==> src/logic/probe_pkg.sv <==
// Purpose: Shared constants for the test point probe multiplexer
// Assumes: 32-bit AXI4-Lite register bus, one word per register
// Notes:   Register index times four gives the byte address
package probe_pkg;

  // Bus widths
  localparam int unsigned DATA_W = 32;
  localparam int unsigned ADDR_W = 12;

  // Register indices and byte addresses
  localparam logic [7:0]        ANA_IDX   = 8'h50;
  localparam logic [7:0]        DIG_IDX   = 8'h51;
  localparam logic [7:0]        STAT_IDX  = 8'h5f;
  localparam logic [ADDR_W-1:0] ANA_ADDR  = {2'h0, ANA_IDX, 2'h0};
  localparam logic [ADDR_W-1:0] DIG_ADDR  = {2'h0, DIG_IDX, 2'h0};
  localparam logic [ADDR_W-1:0] STAT_ADDR = {2'h0, STAT_IDX, 2'h0};

  // Field layout and reset values
  localparam int unsigned ANA_SEL_W = 5;
  localparam int unsigned DIG_SEL_W = 6;
  localparam int unsigned SCAN_BIT  = 6;
  localparam logic [4:0]  ANA_RST   = 5'h00;
  localparam logic [5:0]  DIG_RST   = 6'h00;

  // Digital selector geometry
  localparam int unsigned DSEL_CODES = 64;
  localparam int unsigned PINS       = 3;

  // Digital selector codes with dedicated sources
  localparam logic [5:0] DSEL_AUX_ADC  = 6'h02;
  localparam logic [5:0] DSEL_LOW_BAT  = 6'h03;
  localparam logic [5:0] DSEL_CLK_OUT  = 6'h05;
  localparam logic [5:0] DSEL_IRQ_ACK  = 6'h0a;
  localparam logic [5:0] DSEL_SER_AUX  = 6'h0c;
  localparam logic [5:0] DSEL_RC_CAL   = 6'h0e;
  localparam logic [5:0] DSEL_OSC_CAL  = 6'h10;
  localparam logic [5:0] DSEL_SYNTH    = 6'h16;
  localparam logic [5:0] DSEL_PHASE    = 6'h1a;
  localparam logic [5:0] DSEL_PWR      = 6'h1d;
  localparam logic [5:0] DSEL_CONV     = 6'h3f;

  // Analog codes without a test point, or with the positive one only
  localparam logic [4:0] ASEL_GAP_LO   = 5'h0b;
  localparam logic [4:0] ASEL_GAP_HI   = 5'h11;
  localparam logic [4:0] ASEL_POS_ONLY = 5'h15;

  // Bus responses
  localparam logic [1:0] RESP_OKAY   = 2'h0;
  localparam logic [1:0] RESP_SLVERR = 2'h2;

endpackage : probe_pkg

==> src/logic/reg_req_if.sv <==
// Purpose: Register access carrier between bus slave and register file
// Assumes: Decode answers combinationally from the addresses
// Notes:   wr is a one-cycle commit strobe
`timescale 1ns/1ps
interface reg_req_if;
  import probe_pkg::*;
  logic              wr;
  logic [ADDR_W-1:0] waddr;
  logic [DATA_W-1:0] wdata;
  logic [3:0]        wstrb;
  logic              werr;
  logic [ADDR_W-1:0] raddr;
  logic [DATA_W-1:0] rdata;
  logic              rerr;
  modport bus  (output wr, waddr, wdata, wstrb, raddr, input werr, rdata, rerr);
  modport regs (input wr, waddr, wdata, wstrb, raddr, output werr, rdata, rerr);
endinterface : reg_req_if

==> src/logic/axil_slave.sv <==
// Purpose: AXI4-Lite slave front end for the probe registers
// Assumes: One write and one read under way at a time
// Notes:   Address and data are taken in either order
`timescale 1ns/1ps
module axil_slave
  import probe_pkg::*;
(
  // Clock and reset
  input  wire logic                    i_clk,
  input  wire logic                    i_srst,
  // Write channels
  input  wire logic                    i_awvalid,
  output logic                         o_awready,
  input  wire logic [ADDR_W-1:0]       i_awaddr,
  input  wire logic                    i_wvalid,
  output logic                         o_wready,
  input  wire logic [DATA_W-1:0]       i_wdata,
  input  wire logic [3:0]              i_wstrb,
  output logic                         o_bvalid,
  input  wire logic                    i_bready,
  output logic [1:0]                   o_bresp,
  // Read channels
  input  wire logic                    i_arvalid,
  output logic                         o_arready,
  input  wire logic [ADDR_W-1:0]       i_araddr,
  output logic                         o_rvalid,
  input  wire logic                    i_rready,
  output logic [DATA_W-1:0]            o_rdata,
  output logic [1:0]                   o_rresp,
  // Register side
  reg_req_if.bus                       rq
);
  logic aw_held;
  logic w_held;
  logic commit;

  // Commit once both halves are held and no answer waits
  assign commit    = aw_held && w_held && !o_bvalid;
  assign rq.wr     = commit;
  assign rq.raddr  = i_araddr;

  // Write readies as flops; a slot frees only when the answer is taken
  always_ff @(posedge i_clk)
  begin
    if (i_srst)
    begin
      o_awready <= 1'b1;
      o_wready  <= 1'b1;
    end
    else if (o_bvalid && i_bready)
    begin
      o_awready <= 1'b1;
      o_wready  <= 1'b1;
    end
    else
    begin
      if (i_awvalid && o_awready)
        o_awready <= 1'b0;
      if (i_wvalid && o_wready)
        o_wready <= 1'b0;
    end
  end

  // Read ready as a flop, low while an answer stands
  always_ff @(posedge i_clk)
  begin
    if (i_srst)
      o_arready <= 1'b1;
    else if (i_arvalid && o_arready)
      o_arready <= 1'b0;
    else if (o_rvalid && i_rready)
      o_arready <= 1'b1;
  end

  // Capture write address
  always_ff @(posedge i_clk)
  begin
    if (i_srst || commit)
      aw_held <= 1'b0;
    else if (i_awvalid && o_awready)
      aw_held <= 1'b1;
    if (i_awvalid && o_awready)
      rq.waddr <= i_awaddr;
  end

  // Capture write data
  always_ff @(posedge i_clk)
  begin
    if (i_srst || commit)
      w_held <= 1'b0;
    else if (i_wvalid && o_wready)
      w_held <= 1'b1;
    if (i_wvalid && o_wready)
    begin
      rq.wdata <= i_wdata;
      rq.wstrb <= i_wstrb;
    end
  end

  // Write response follows the commit
  always_ff @(posedge i_clk)
  begin
    if (i_srst)
    begin
      o_bvalid <= 1'b0;
      o_bresp  <= RESP_OKAY;
    end
    else if (commit)
    begin
      o_bvalid <= 1'b1;
      o_bresp  <= rq.werr ? RESP_SLVERR : RESP_OKAY;
    end
    else if (i_bready)
      o_bvalid <= 1'b0;
  end

  // Read answer one cycle after the address
  always_ff @(posedge i_clk)
  begin
    if (i_srst)
    begin
      o_rvalid <= 1'b0;
      o_rdata  <= '0;
      o_rresp  <= RESP_OKAY;
    end
    else if (i_arvalid && o_arready)
    begin
      o_rvalid <= 1'b1;
      o_rdata  <= rq.rdata;
      o_rresp  <= rq.rerr ? RESP_SLVERR : RESP_OKAY;
    end
    else if (i_rready)
      o_rvalid <= 1'b0;
  end
endmodule : axil_slave

==> src/flat_wrapper.sv <==
// flat-port wrapper written by rule: the top's interface ports become plain ports
module axil_slave_flat import probe_pkg::*;
  (i_clk, i_srst, i_awvalid, o_awready, i_awaddr, i_wvalid, o_wready, i_wdata, i_wstrb, o_bvalid, i_bready, o_bresp, i_arvalid, o_arready, i_araddr, o_rvalid, i_rready, o_rdata, o_rresp, rq_wr, rq_waddr, rq_wdata, rq_wstrb, rq_raddr, rq_werr, rq_rdata, rq_rerr);
  reg_req_if rq_i ();
  input  wire logic i_clk;
  input  wire logic i_srst;
  input  wire logic i_awvalid;
  output logic o_awready;
  input  wire logic [ADDR_W-1:0] i_awaddr;
  input  wire logic i_wvalid;
  output logic o_wready;
  input  wire logic [DATA_W-1:0] i_wdata;
  input  wire logic [3:0] i_wstrb;
  output logic o_bvalid;
  input  wire logic i_bready;
  output logic [1:0] o_bresp;
  input  wire logic i_arvalid;
  output logic o_arready;
  input  wire logic [ADDR_W-1:0] i_araddr;
  output logic o_rvalid;
  input  wire logic i_rready;
  output logic [DATA_W-1:0] o_rdata;
  output logic [1:0] o_rresp;
  output wire logic [$bits(rq_i.wr)-1:0] rq_wr;
  output wire logic [$bits(rq_i.waddr)-1:0] rq_waddr;
  output wire logic [$bits(rq_i.wdata)-1:0] rq_wdata;
  output wire logic [$bits(rq_i.wstrb)-1:0] rq_wstrb;
  output wire logic [$bits(rq_i.raddr)-1:0] rq_raddr;
  input wire logic [$bits(rq_i.werr)-1:0] rq_werr;
  input wire logic [$bits(rq_i.rdata)-1:0] rq_rdata;
  input wire logic [$bits(rq_i.rerr)-1:0] rq_rerr;
  assign rq_wr = rq_i.wr;
  assign rq_waddr = rq_i.waddr;
  assign rq_wdata = rq_i.wdata;
  assign rq_wstrb = rq_i.wstrb;
  assign rq_raddr = rq_i.raddr;
  assign rq_i.werr = rq_werr;
  assign rq_i.rdata = rq_rdata;
  assign rq_i.rerr = rq_rerr;
  axil_slave u_core (.i_clk(i_clk), .i_srst(i_srst), .i_awvalid(i_awvalid), .o_awready(o_awready), .i_awaddr(i_awaddr), .i_wvalid(i_wvalid), .o_wready(o_wready), .i_wdata(i_wdata), .i_wstrb(i_wstrb), .o_bvalid(o_bvalid), .i_bready(i_bready), .o_bresp(o_bresp), .i_arvalid(i_arvalid), .o_arready(o_arready), .i_araddr(i_araddr), .o_rvalid(o_rvalid), .i_rready(i_rready), .o_rdata(o_rdata), .o_rresp(o_rresp), .rq(rq_i));
endmodule
==> config.mk <==
export PLATFORM = sky130hd
export DESIGN_NAME = axil_slave_flat
export DESIGN_NICKNAME = d
export VERILOG_FILES = /design/src/logic/probe_pkg.sv /design/src/logic/reg_req_if.sv /design/src/logic/axil_slave.sv /design/src/flat_wrapper.sv
export SDC_FILE = /design/constraint.sdc
export NUM_CORES = 1
export LEC_CHECK = 0
export ABC_AREA = 1
export BUFFER_PORTS_ARGS = -buffer_cell sky130_fd_sc_hd__buf_2
export CAP_MARGIN = 20
export CORE_MARGIN = 10
export CORE_UTILIZATION = 41
export DETAILED_ROUTE_END_ITERATION = 7
export PLACE_DENSITY = 0.85
export SLEW_MARGIN = 5
export SYNTH_ARGS = -nofsm -noshare
export SYNTH_HDL_FRONTEND = slang
export SYNTH_SLANG_ARGS = --single-unit
==> constraint.sdc <==
create_clock -name i_clk -period 1.79 [get_ports i_clk]
set_input_delay 0.358 -clock i_clk [delete_from_list [all_inputs] [get_ports i_clk]]
set_output_delay 0.358 -clock i_clk [all_outputs]
set_load 0.01 [all_outputs]
# Word level (Yosys, flattened, before mapping)
# Index checks and enable logic that the tools add are counted.
# Widths: inputs -> output; s select.
# word_totals
output_inout_bits	102
memories	0
ram_bits	0
inputBits	101
romBits	0
latchBits	0
ff_bits	91
# classes
add_sub_neg	0
n_eq_ne	0
multipliers	0
shift	0
reduce_logical	13
div	0
n_mux	8
bitwise	0
magnitude_cmp	0
# op_table
operator	count
$logic_and 1x1->1	7
$mux 1	6
$reduce_bool 2->1	3
$mux 2	2
$reduce_or 2->1	1
$logic_not 1->1	1
$logic_or 1x1->1	1

# Longest topological paths before layout
# Gate-level depths: netlist of the first run.
# logic_depth
word_depth	3
mapped_depth	5
ltp_nobuf	5

# Least setup slack after synthesis of the first run
# OpenSTA, ideal clock, no wires.
# synth_timing
path_kind	register to register
start	register u_core.o_wready
end	register u_core.rq.wdata[0], enable pin
setup_ns	0.391
synth_period_minus_slack_ns	1.580
stages_incl_launch_ff	3
path_slack_ns	0.210
arrival_time_ns	1.189
cell_sequence	dfxtp_1 nand2_1 inv_1
# synth_via
elab_chain_cells	1
# synth_rtl
element	line	text
from (decl)	axil_slave.sv:16	output logic o_wready,
from (signal assigned)	axil_slave.sv:48	o_wready <= 1'b1;
from (signal assigned)	axil_slave.sv:53	o_wready <= 1'b1;
from (signal assigned)	axil_slave.sv:60	o_wready <= 1'b0;
$logic_and 1x1->1	axil_slave.sv:93	if (i_wvalid && o_wready)
to (signal assigned)	axil_slave.sv:95	rq.wdata <= i_wdata;
to (decl)	reg_req_if.sv:15	modport bus (output wr, waddr, wdata, wstrb, raddr, input werr, rdata, rerr);
# No other way between the ends.
# A chain may end at the register's enable or synchronous reset.

# Worst setup path in the final report of the first run
# layout_timing
start	register u_core.o_bvalid
end	output port rq_wr
# layout_via
elab_chain_cells	2
# layout_rtl
element	line	text
from (decl)	axil_slave.sv:19	output logic o_bvalid,
from (signal assigned)	axil_slave.sv:105	o_bvalid <= 1'b0;
from (signal assigned)	axil_slave.sv:110	o_bvalid <= 1'b1;
from (signal assigned)	axil_slave.sv:114	o_bvalid <= 1'b0;
$logic_not 1->1	axil_slave.sv:38	assign commit = aw_held && w_held && !o_bvalid;
$logic_and 1x1->1	axil_slave.sv:38	
to (decl)	flat_wrapper.sv:24	output wire logic [$bits(rq_i.wr)-1:0] rq_wr;
# No other way between the ends.

==> flow_summary.json, run 1 <==
{
  "via_count": 2332,
  "critPathBufInv": 3,
  "crit_family": "flip-flops",
  "seqPwrFrac_pct": 53.2,
  "ff_latch_area_mm2": 0.002262,
  "cp-end-kind": "primary output",
  "cts_setup_buffers": 0,
  "cp.arrival_ns": 1.10,
  "startpoint_type": "flip-flop",
  "io_pins": 203,
  "p_int_mw": 3.380,
  "grt_usage_pct": 15.15,
  "ys_types": 18,
  "min_period_ns": 1.460,
  "grt_pass1_vias": 2360,
  "ir_worst_vdd_mv": 0.5353,
  "hold_buffers": 0,
  "crit_path_frequent_cell": "inv_1",
  "cts_buffers": 9,
  "drc": 0,
  "drv_cap": 0,
  "cp_slowest_cell": "dfxtp_1",
  "power_density_mw_per_mm2": 1089,
  "place_area_mm2": 0.003864,
  "fin_crit_sh_pct": 81.58,
  "switching_share_pct": 24.27,
  "yosys.area.top_type_share_pct": 47.68,
  "netlist_area_mm2": 0.003023,
  "p_clk_share_pct": 34.9,
  "core_region_area_mm2": 0.007214,
  "n_fill_cell": 612,
  "routedWlPerCell_um": 16.89,
  "cts_tree": "done",
  "fin_area_mm2": 0.004099,
  "crit_type": "reg2out",
  "drt_iter0_markers": 109,
  "async_flop_share_pct": 0,
  "rows": 31,
  "grt_max_degree": 37,
  "maxSlewHeadroom_pct": 65.14,
  "tns_ns": 0,
  "cp-startpoint": "u_core.o_bvalid",
  "port_buffers": 176,
  "skew_ns": 0.01437,
  "clk_pin_slew_ns": 0.10,
  "worstHoldStart": "i_awaddr[3]",
  "p_leak_nw": 1.947,
  "pwr-share-comb_pct": 11.9,
  "postSynthRegisterBits": 89,
  "worstHoldPathType": "in2reg",
  "fin_hold_ws_ns": 0.1791,
  "yosysSeqAreaShare_pct": 74.83,
  "synth_largest_area_cell": "edfxtp_1",
  "synthCells": 247,
  "r2r-start": "u_core.o_awready",
  "finalWirelength_um": 8732,
  "final_nets": 514,
  "yosysWarnings": 0,
  "cts_root_buf": "clkbuf_8",
  "status": "complete, no violations",
  "synthMostInstantiatedCell": "nor2_1",
  "max_freq_mhz": 684.8,
  "slowest_delay_ns": 0.37,
  "avgViaCountPerCell": 4.511,
  "drtPass1Iterations": 4,
  "clkLatencyLatePin_ns": 0.35,
  "hold_violations": 0,
  "dpl.hpwl_um": 6959,
  "synth-edff-count": 48,
  "synth_common_cells": "70 x nor2_1, 48 x edfxtp_1, 41 x dfxtp_1, 21 x o21ai_0",
  "overflow": 0,
  "clockBufferDepth": 2,
  "finalPower_mw": 4.463,
  "antenna-diode-count": 0,
  "drv_slew": 0,
  "die_w_um": 105.9,
  "floorplan.initialDensity_pct": 41.90,
  "worstMarginPinSlew_ns": 0.5222,
  "synth_area_leaders": "edfxtp_1 48%, dfxtp_1 27%, nor2_1 8.7%",
  "gp_congestion": 0.8935,
  "fp.dieH_um": 105.9,
  "ant_nets": 0,
  "avgSynthCellArea_um2": 12.24,
  "ys.flop_type": "edfxtp_1",
  "htree_levels": 3,
  "fin_util_pct": 56.82,
  "clock-sinks": 89,
  "multi_input_area_um2": 538.0,
  "die_area_mm2": 0.01121,
  "drive_gt1_share_pct": 47.37,
  "rsz0062_at_grt": "false",
  "netSwitchingPower_mw": 1.083,
  "worstPathCellList": "inv_1 > nand3_1 > inv_1 > buf_2",
  "antenna_found_initial": 0,
  "path_max_fanout": 4,
  "areaGrowthSynthToFinish_pct": 35.60,
  "cts.repair.resized": 0,
  "setup_viol": 0,
  "grt_pass1_wl_um": 13210,
  "cp.required_ns": 1.43
}
## sequential cells by signal (all words and copies together) (netlist names)
register / flops
u_core.o_bvalid: 1
u_core.o_rresp: 1
u_core.o_awready: 1
u_core.rq.wdata: 32
u_core.o_arready: 1
u_core.w_held: 1
u_core.o_wready: 1
u_core.o_rdata: 32
u_core.rq.waddr: 12
u_core.o_rvalid: 1
u_core.o_bresp: 1
u_core.aw_held: 1
u_core.rq.wstrb: 4
## logic make-up (layout without fill, tap and decap cells)
kind of cell	after synthesis	in the layout	share of synthesized area, %
AND/OR/NAND/NOR	89	89	11.59
buffers and inverters	32	202	7.491
AO/OA/AOI/OAI	36	36	5.960
flip-flops	89	89	74.83
other	1	2	0.1241
## worst paths after layout
kind | cells after the start | slack (ns) | end
min | 1 | 0.18 | u_core.rq.waddr[3]
max | 4 | 0.33 | rq_wr
max reg2reg | 2 | 0.57 | u_core.rq.waddr[4]
min reg2reg | 2 | 0.47 | u_core.o_wready
## worst reg2reg max path, stage by stage, from the launching register on
cell     delay [ns]
dfxtp_1        0.38
nand2_1        0.10
inv_1          0.39
## placed cells by master (no fill, tap or decap), types with 7 or more instances in the layout
cell type and count:
clkbuf_8 10, inv_1 7, o21ai_0 21, dfxtp_1 41, nor2_1 70, o21ai_1 13
edfxtp_1 48, buf_2 176, nand2_1 14
## power by group through the flow
stage / logic [mW] / clock network, mW / registers, mW
after floorplan: 0.218 / 0 / 2.50
after global placement: 0.525 / 0 / 2.42
after detailed placement: 0.543 / 0 / 2.42
after CTS: 0.543 / 1.59 / 2.38
after global routing: 0.594 / 1.71 / 2.39
final: 0.532 / 1.56 / 2.37
## area by class of cell
class / count / share of cell area, %
tap: 99 / 3.022
inverter: 9 / 0.9463
clock buffer: 10 / 3.358
clock inverter: 6 / 2.381
multi-input combinational: 127 / 13.13
timing repair buffer: 177 / 21.98
sequential: 89 / 55.19
## routing by layer
metal | GRT usage (%) | routed length, um | vias up
met5 | 0 | 0 | -
met4 | 5.513 | 163 | 0
met3 | 6.029 | 933 | 24
met2 | 24.60 | 4146 | 129
met1 | 17.74 | 3489 | 1045
li1 | - | - | 1134
## stage by stage
step / setup slack [ns] / std cells
after floorplan: 0.2096 / 248
after global placement: 0.5469 / 501
after detailed placement: 0.4626 / 501
after global routing: 0.2392 / 517
final: 0.3297 / 517
after CTS: 0.3138 / 517
Note: power is estimated with default switching activity, not from simulation.
==> run 2, diff against run 1 <==
--- a/config.mk
+++ b/config.mk
@@ -9,9 +9,9 @@
 export BUFFER_PORTS_ARGS = -buffer_cell sky130_fd_sc_hd__buf_2
 export CAP_MARGIN = 20
 export CORE_MARGIN = 10
-export CORE_UTILIZATION = 41
+export CORE_UTILIZATION = 37
 export DETAILED_ROUTE_END_ITERATION = 7
-export PLACE_DENSITY = 0.85
+export PLACE_DENSITY = 0.81
 export SLEW_MARGIN = 5
 export SYNTH_ARGS = -nofsm -noshare
 export SYNTH_HDL_FRONTEND = slang
==> constraint.sdc (replaced) <==
create_clock -name i_clk -period 1.33 [get_ports i_clk]
set_input_delay 0.266 -clock i_clk [delete_from_list [all_inputs] [get_ports i_clk]]
set_output_delay 0.266 -clock i_clk [all_outputs]
set_load 0.01 [all_outputs]
==> flow_summary.json, run 2 (synthesis gave the netlist of run 1 again) <==
{
  "status": "complete, no violations",
  "max_freq_mhz": 804.9,
  "via_count": 2370,
  "worstPathCellList": "inv_2 > nand3_4 > inv_2 > buf_6",
  "fin_area_mm2": 0.004110,
  "clkLatencyLatePin_ns": 0.34,
  "critPathBufInv": 3,
  "routedWlPerCell_um": 18.49,
  "ir_worst_vdd_mv": 0.4724,
  "antenna_found_initial": 0,
  "rows": 32,
  "htree_levels": 3,
  "die_area_mm2": 0.01219,
  "preCtsSetupSlack_ns": 0.1144,
  "hold_buffers": 0,
  "fp.dieH_um": 110.4,
  "drv_cap": 0,
  "worstHoldPathType": "in2reg",
  "drtPass1Iterations": 4,
  "drive_gt1_share_pct": 49.29,
  "place_area_mm2": 0.003881,
  "p_leak_nw": 1.929,
  "reg.largest.list": "u_core.o_rdata (32), u_core.rq.wdata (32), u_core.rq.waddr (12)",
  "final_nets": 516,
  "clockBufferDepth": 2,
  "grt_max_degree": 38,
  "rsz0062_at_grt": "false",
  "mostFrequentLayoutCell": "buf_2",
  "setup_viol": 0,
  "gp_congestion": 0.8235,
  "path_max_fanout": 3,
  "skew_ns": 0.01122,
  "die_w_um": 110.4,
  "antenna-diode-count": 0,
  "drc": 0,
  "r2r_slack_ns": 0.14,
  "fin_util_pct": 52.38,
  "worstMarginPinSlew_ns": 0.5383,
  "crit_family": "flip-flops",
  "avgViaCountPerCell": 4.540,
  "core_region_area_mm2": 0.007848,
  "cp-end-kind": "primary output",
  "crit_type": "reg2out",
  "cts_tree": "done",
  "fin_ws_ns": 0.08767,
  "startpoint_type": "flip-flop",
  "final_cell_mix": "175 x buf_2, 70 x nor2_1, 48 x edfxtp_1",
  "clk_pin_slew_ns": 0.10,
  "grt_pass1_wl_um": 13440,
  "power_density_mw_per_mm2": 1408,
  "port_buffers": 176,
  "drt_iter0_markers": 138,
  "io_pins": 203,
  "cts_root_buf": "clkbuf_8",
  "fin_hold_ws_ns": 0.08846,
  "areaGrowthSynthToFinish_pct": 35.97,
  "crit_path_frequent_cell": "inv_2",
  "finalWirelength_um": 9652,
  "tns_ns": 0,
  "grt_pass1_vias": 2417,
  "clock-sinks": 89,
  "min_period_ns": 1.242,
  "floorplan.initialDensity_pct": 38.52,
  "cp.required_ns": 1.06,
  "drv_slew": 0,
  "dpl.hpwl_um": 7507,
  "cp_slowest_cell": "dfxtp_2",
  "fin_crit_sh_pct": 93.41,
  "cts_buffers": 9,
  "slowest_delay_ns": 0.34,
  "cp.arrival_ns": 0.98,
  "hold_violations": 0,
  "maxSlewHeadroom_pct": 64.06,
  "grt_usage_pct": 14.70,
  "overflow": 0,
  "ant_nets": 0
}
## run 2: per-stage QoR
step	cells	power (mW)
after global routing	522	6.079
after floorplan	248	3.655
after detailed placement	505	4.007
final	522	5.786
after CTS	521	5.854
after global placement	505	3.967
## run 2: report_power, final
group / switching (mW) / internal (mW) / total [mW]
combinational: 0.433 / 0.308 / 0.741
sequential: 0.0897 / 3.12 / 3.21
clock: 0.959 / 0.880 / 1.84
## run 2: worst reg2reg max path, delay by kind of cell, from the launching register on
| family | cells | cell delay [ns] |
|---|---|---|
| and+or+nand+nor | 3 | 0.45 |
| DFF | 1 | 0.39 |
| buffers and inverters | 1 | 0.29 |
## run 2: routing by layer
metal  global-route usage, %  up-vias  routed length, um
met5                       0        -                  0
met3                   6.442       14               1309
met4                   5.413        0                 92
met1                   15.13     1082               3470
met2                   25.93      136               4780
li1                        -     1138                  -
## run 2: final timing paths
check / endpoint / startpoint / depth (start not counted)
max: rq_wr / u_core.o_bvalid / 4
min: u_core.rq.waddr[4] / i_awaddr[4] / 1
max reg2reg: u_core.o_rdata[15] / u_core.o_arready / 4
min reg2reg: u_core.o_awready / u_core.o_awready / 2
## run 2: final cells by class
cell class / instances / area (um2)
clock inverter: 6 / 68.82
sequential: 89 / 2266
fill: 686 / 3737
tap: 102 / 127.6
inverter: 9 / 45.04
multi-input combinational: 127 / 553.0
timing repair buffer: 179 / 922.1
clock buffer: 10 / 127.6
## run 2: repair_timing
item | CTS | global route
setup endpoints to repair | 1 | 2
endpoints found under the hold margin | 0 | 0
resized for setup | 3 | 6
setup buffers | 0 | 1
==> run 3, diff against run 2 <==
--- a/config.mk
+++ b/config.mk
@@ -5,13 +5,13 @@
 export SDC_FILE = /design/constraint.sdc
 export NUM_CORES = 1
 export LEC_CHECK = 0
-export ABC_AREA = 1
+export ABC_AREA = 0
 export BUFFER_PORTS_ARGS = -buffer_cell sky130_fd_sc_hd__buf_2
 export CAP_MARGIN = 20
 export CORE_MARGIN = 10
-export CORE_UTILIZATION = 37
+export CORE_UTILIZATION = 45
 export DETAILED_ROUTE_END_ITERATION = 7
-export PLACE_DENSITY = 0.81
+export PLACE_DENSITY = 0.91
 export SLEW_MARGIN = 5
 export SYNTH_ARGS = -nofsm -noshare
 export SYNTH_HDL_FRONTEND = slang
==> constraint.sdc (replaced) <==
create_clock -name i_clk -period 1.6 [get_ports i_clk]
set_input_delay 0.32 -clock i_clk [delete_from_list [all_inputs] [get_ports i_clk]]
set_output_delay 0.32 -clock i_clk [all_outputs]
set_load 0.01 [all_outputs]
==> flow_summary.json, run 3 <==
{
  "status": "complete, no violations",
  "power_density_mw_per_mm2": 1100,
  "final_cell_mix": "176 x buf_2, 57 x nand2_1, 48 x edfxtp_1",
  "skew_ns": 0.01578,
  "areaGrowthSynthToFinish_pct": 34.59,
  "postSynthRegisterBits": 89,
  "fin_crit_sh_pct": 90.06,
  "ys.flop_type": "edfxtp_1",
  "async_flop_share_pct": 0,
  "via_count": 2346,
  "clock-sinks": 89,
  "clkLatencyLatePin_ns": 0.35,
  "gp_congestion": 0.7425,
  "synth_largest_area_cell": "edfxtp_1",
  "floorplan.initialDensity_pct": 47.12,
  "routedWlPerCell_um": 18.57,
  "hold_buffers": 0,
  "avgViaCountPerCell": 4.798,
  "yosysSeqAreaShare_pct": 73.92,
  "synthMostInstantiatedCell": "nand2_1",
  "pwr-share-comb_pct": 12.0,
  "synth-edff-count": 48,
  "ys_types": 21,
  "antenna_found_initial": 1,
  "clk_pin_slew_ns": 0.09,
  "cts_setup_buffers": 0,
  "grt_pass1_wl_um": 12990,
  "maxSlewHeadroom_pct": 61.66,
  "cts_root_buf": "clkbuf_8",
  "synth_common_cells": "57 x nand2_1, 48 x edfxtp_1, 41 x dfxtp_1, 28 x a21oi_1, 14 x buf_4",
  "ir_worst_vdd_mv": 0.5081,
  "drtPass1Iterations": 4,
  "drv_slew": 0,
  "min_period_ns": 1.441,
  "worstHoldPathType": "in2reg",
  "rows": 29,
  "drc": 0,
  "cts.repair.resized": 0,
  "netlist_area_mm2": 0.003060,
  "htree_levels": 3,
  "p_leak_nw": 1.871,
  "cp.required_ns": 1.28,
  "fin_hold_ws_ns": 0.1387,
  "p_int_mw": 3.407,
  "grt.met1_usage_pct": 15.40,
  "cp-end-kind": "primary output",
  "drive_gt1_share_pct": 52.55,
  "dpl.hpwl_um": 7135,
  "die_area_mm2": 0.01050,
  "crit_type": "reg2out",
  "cts_buffers": 9,
  "cp.arrival_ns": 1.12,
  "grt_most_used_layer": "met2",
  "fin_ws_ns": 0.1590,
  "cts_tree": "done",
  "port_buffers": 176,
  "core_region_area_mm2": 0.006495,
  "switching_share_pct": 24.84,
  "path_max_fanout": 5,
  "yosys.area.top_type_share_pct": 47.10,
  "synthCells": 239,
  "tns_ns": 0,
  "io_pins": 203,
  "drt_iter0_markers": 65,
  "hold_violations": 0,
  "grt_util_met3_pct": 9.919,
  "drv_cap": 0,
  "mostFrequentLayoutCell": "buf_2",
  "reg.largest.list": "u_core.o_rdata (32), u_core.rq.wdata (32), u_core.rq.waddr (12)",
  "worstMarginPinSlew_ns": 0.5751,
  "max_freq_mhz": 693.9,
  "ant_nets": 0,
  "p_clk_share_pct": 30.5,
  "grt_max_degree": 38,
  "met2_usage_pct": 29.54,
  "finalWirelength_um": 9080,
  "yosysWarnings": 0,
  "synth_area_leaders": "edfxtp_1 47%, dfxtp_1 27%, nand2_1 7.0%",
  "die_w_um": 102.5,
  "fp.dieH_um": 102.5,
  "setup_viol": 0,
  "final_nets": 507,
  "preCtsSetupSlack_ns": 0.3418,
  "clockBufferDepth": 2,
  "seqPwrFrac_pct": 57.4,
  "avgSynthCellArea_um2": 12.81,
  "grt_pass1_vias": 2393,
  "startpoint_type": "flip-flop",
  "overflow": 0,
  "grt_usage_pct": 16.66,
  "netSwitchingPower_mw": 1.126,
  "rsz0062_at_grt": "false"
}
run 3: critical path, cell delays in order, from the launching register on:
cell	delay, ns
dfxtp_1	0.34
nand3b_1	0.23
inv_1	0.08
buf_2	0.13
run 3: cell families after synthesis:
kind of cell / Yosys count / synth area share, %
AOI/OAI and AO/OA: 43 / 8.340
DFF: 89 / 73.92
other: 1 / 0.1225
and+or+nand+nor: 76 / 10.75
muxes: 1 / 0.3271
buffers and inverters: 29 / 6.541
run 3: power by group through the flow:
stage	registers, mW	logic [mW]	clock network, mW
after floorplan	2.72	0.218	0
after global placement	2.65	0.537	0
after detailed placement	2.66	0.557	0
after CTS	2.61	0.559	1.43
after global routing	2.62	0.603	1.52
final	2.60	0.546	1.38
run 3: cell type report:
type,count,area [um2]
flip-flops and latches,89,2262
clock inverters,5,37.54
repair buffers,180,960.9
clock buffers,11,141.4
fillers,505,2376
multi-input cells,122,603.1
diodes,1,2.502
well taps,77,96.34
inverters,4,15.01
run 3: worst paths after layout:
kind / slack, ns / from / to / cells after the start
max: 0.16 / u_core.o_bvalid / rq_wr / 3
min: 0.14 / i_wdata[30] / u_core.rq.wdata[30] / 1
max reg2reg: 0.37 / u_core.o_awready / u_core.rq.waddr[5] / 1
min reg2reg: 0.46 / u_core.o_rdata[30] / u_core.o_rdata[30] / 2
run 3: metal layers:
layer / part of all wire (%) / vias to the layer above
met4: 1.6 / 0
met3: 14 / 15
met2: 51 / 133
met5: 0 / -
met1: 34 / 1077
li1: - / 1121
run 3: metrics by stage:
stage          cells  utilization (%)  total power [mW]  instance area, um2
3_5_place_dp     472            60.62             3.214                3938
2_1_floorplan    240                -             2.942                3065
5_1_grt          489            63.42             4.741                4119
4_1_cts          488            63.38             4.592                4116
3_3_place_gp     472            60.62             3.184                3938
6_report         489            63.42             4.533                4119
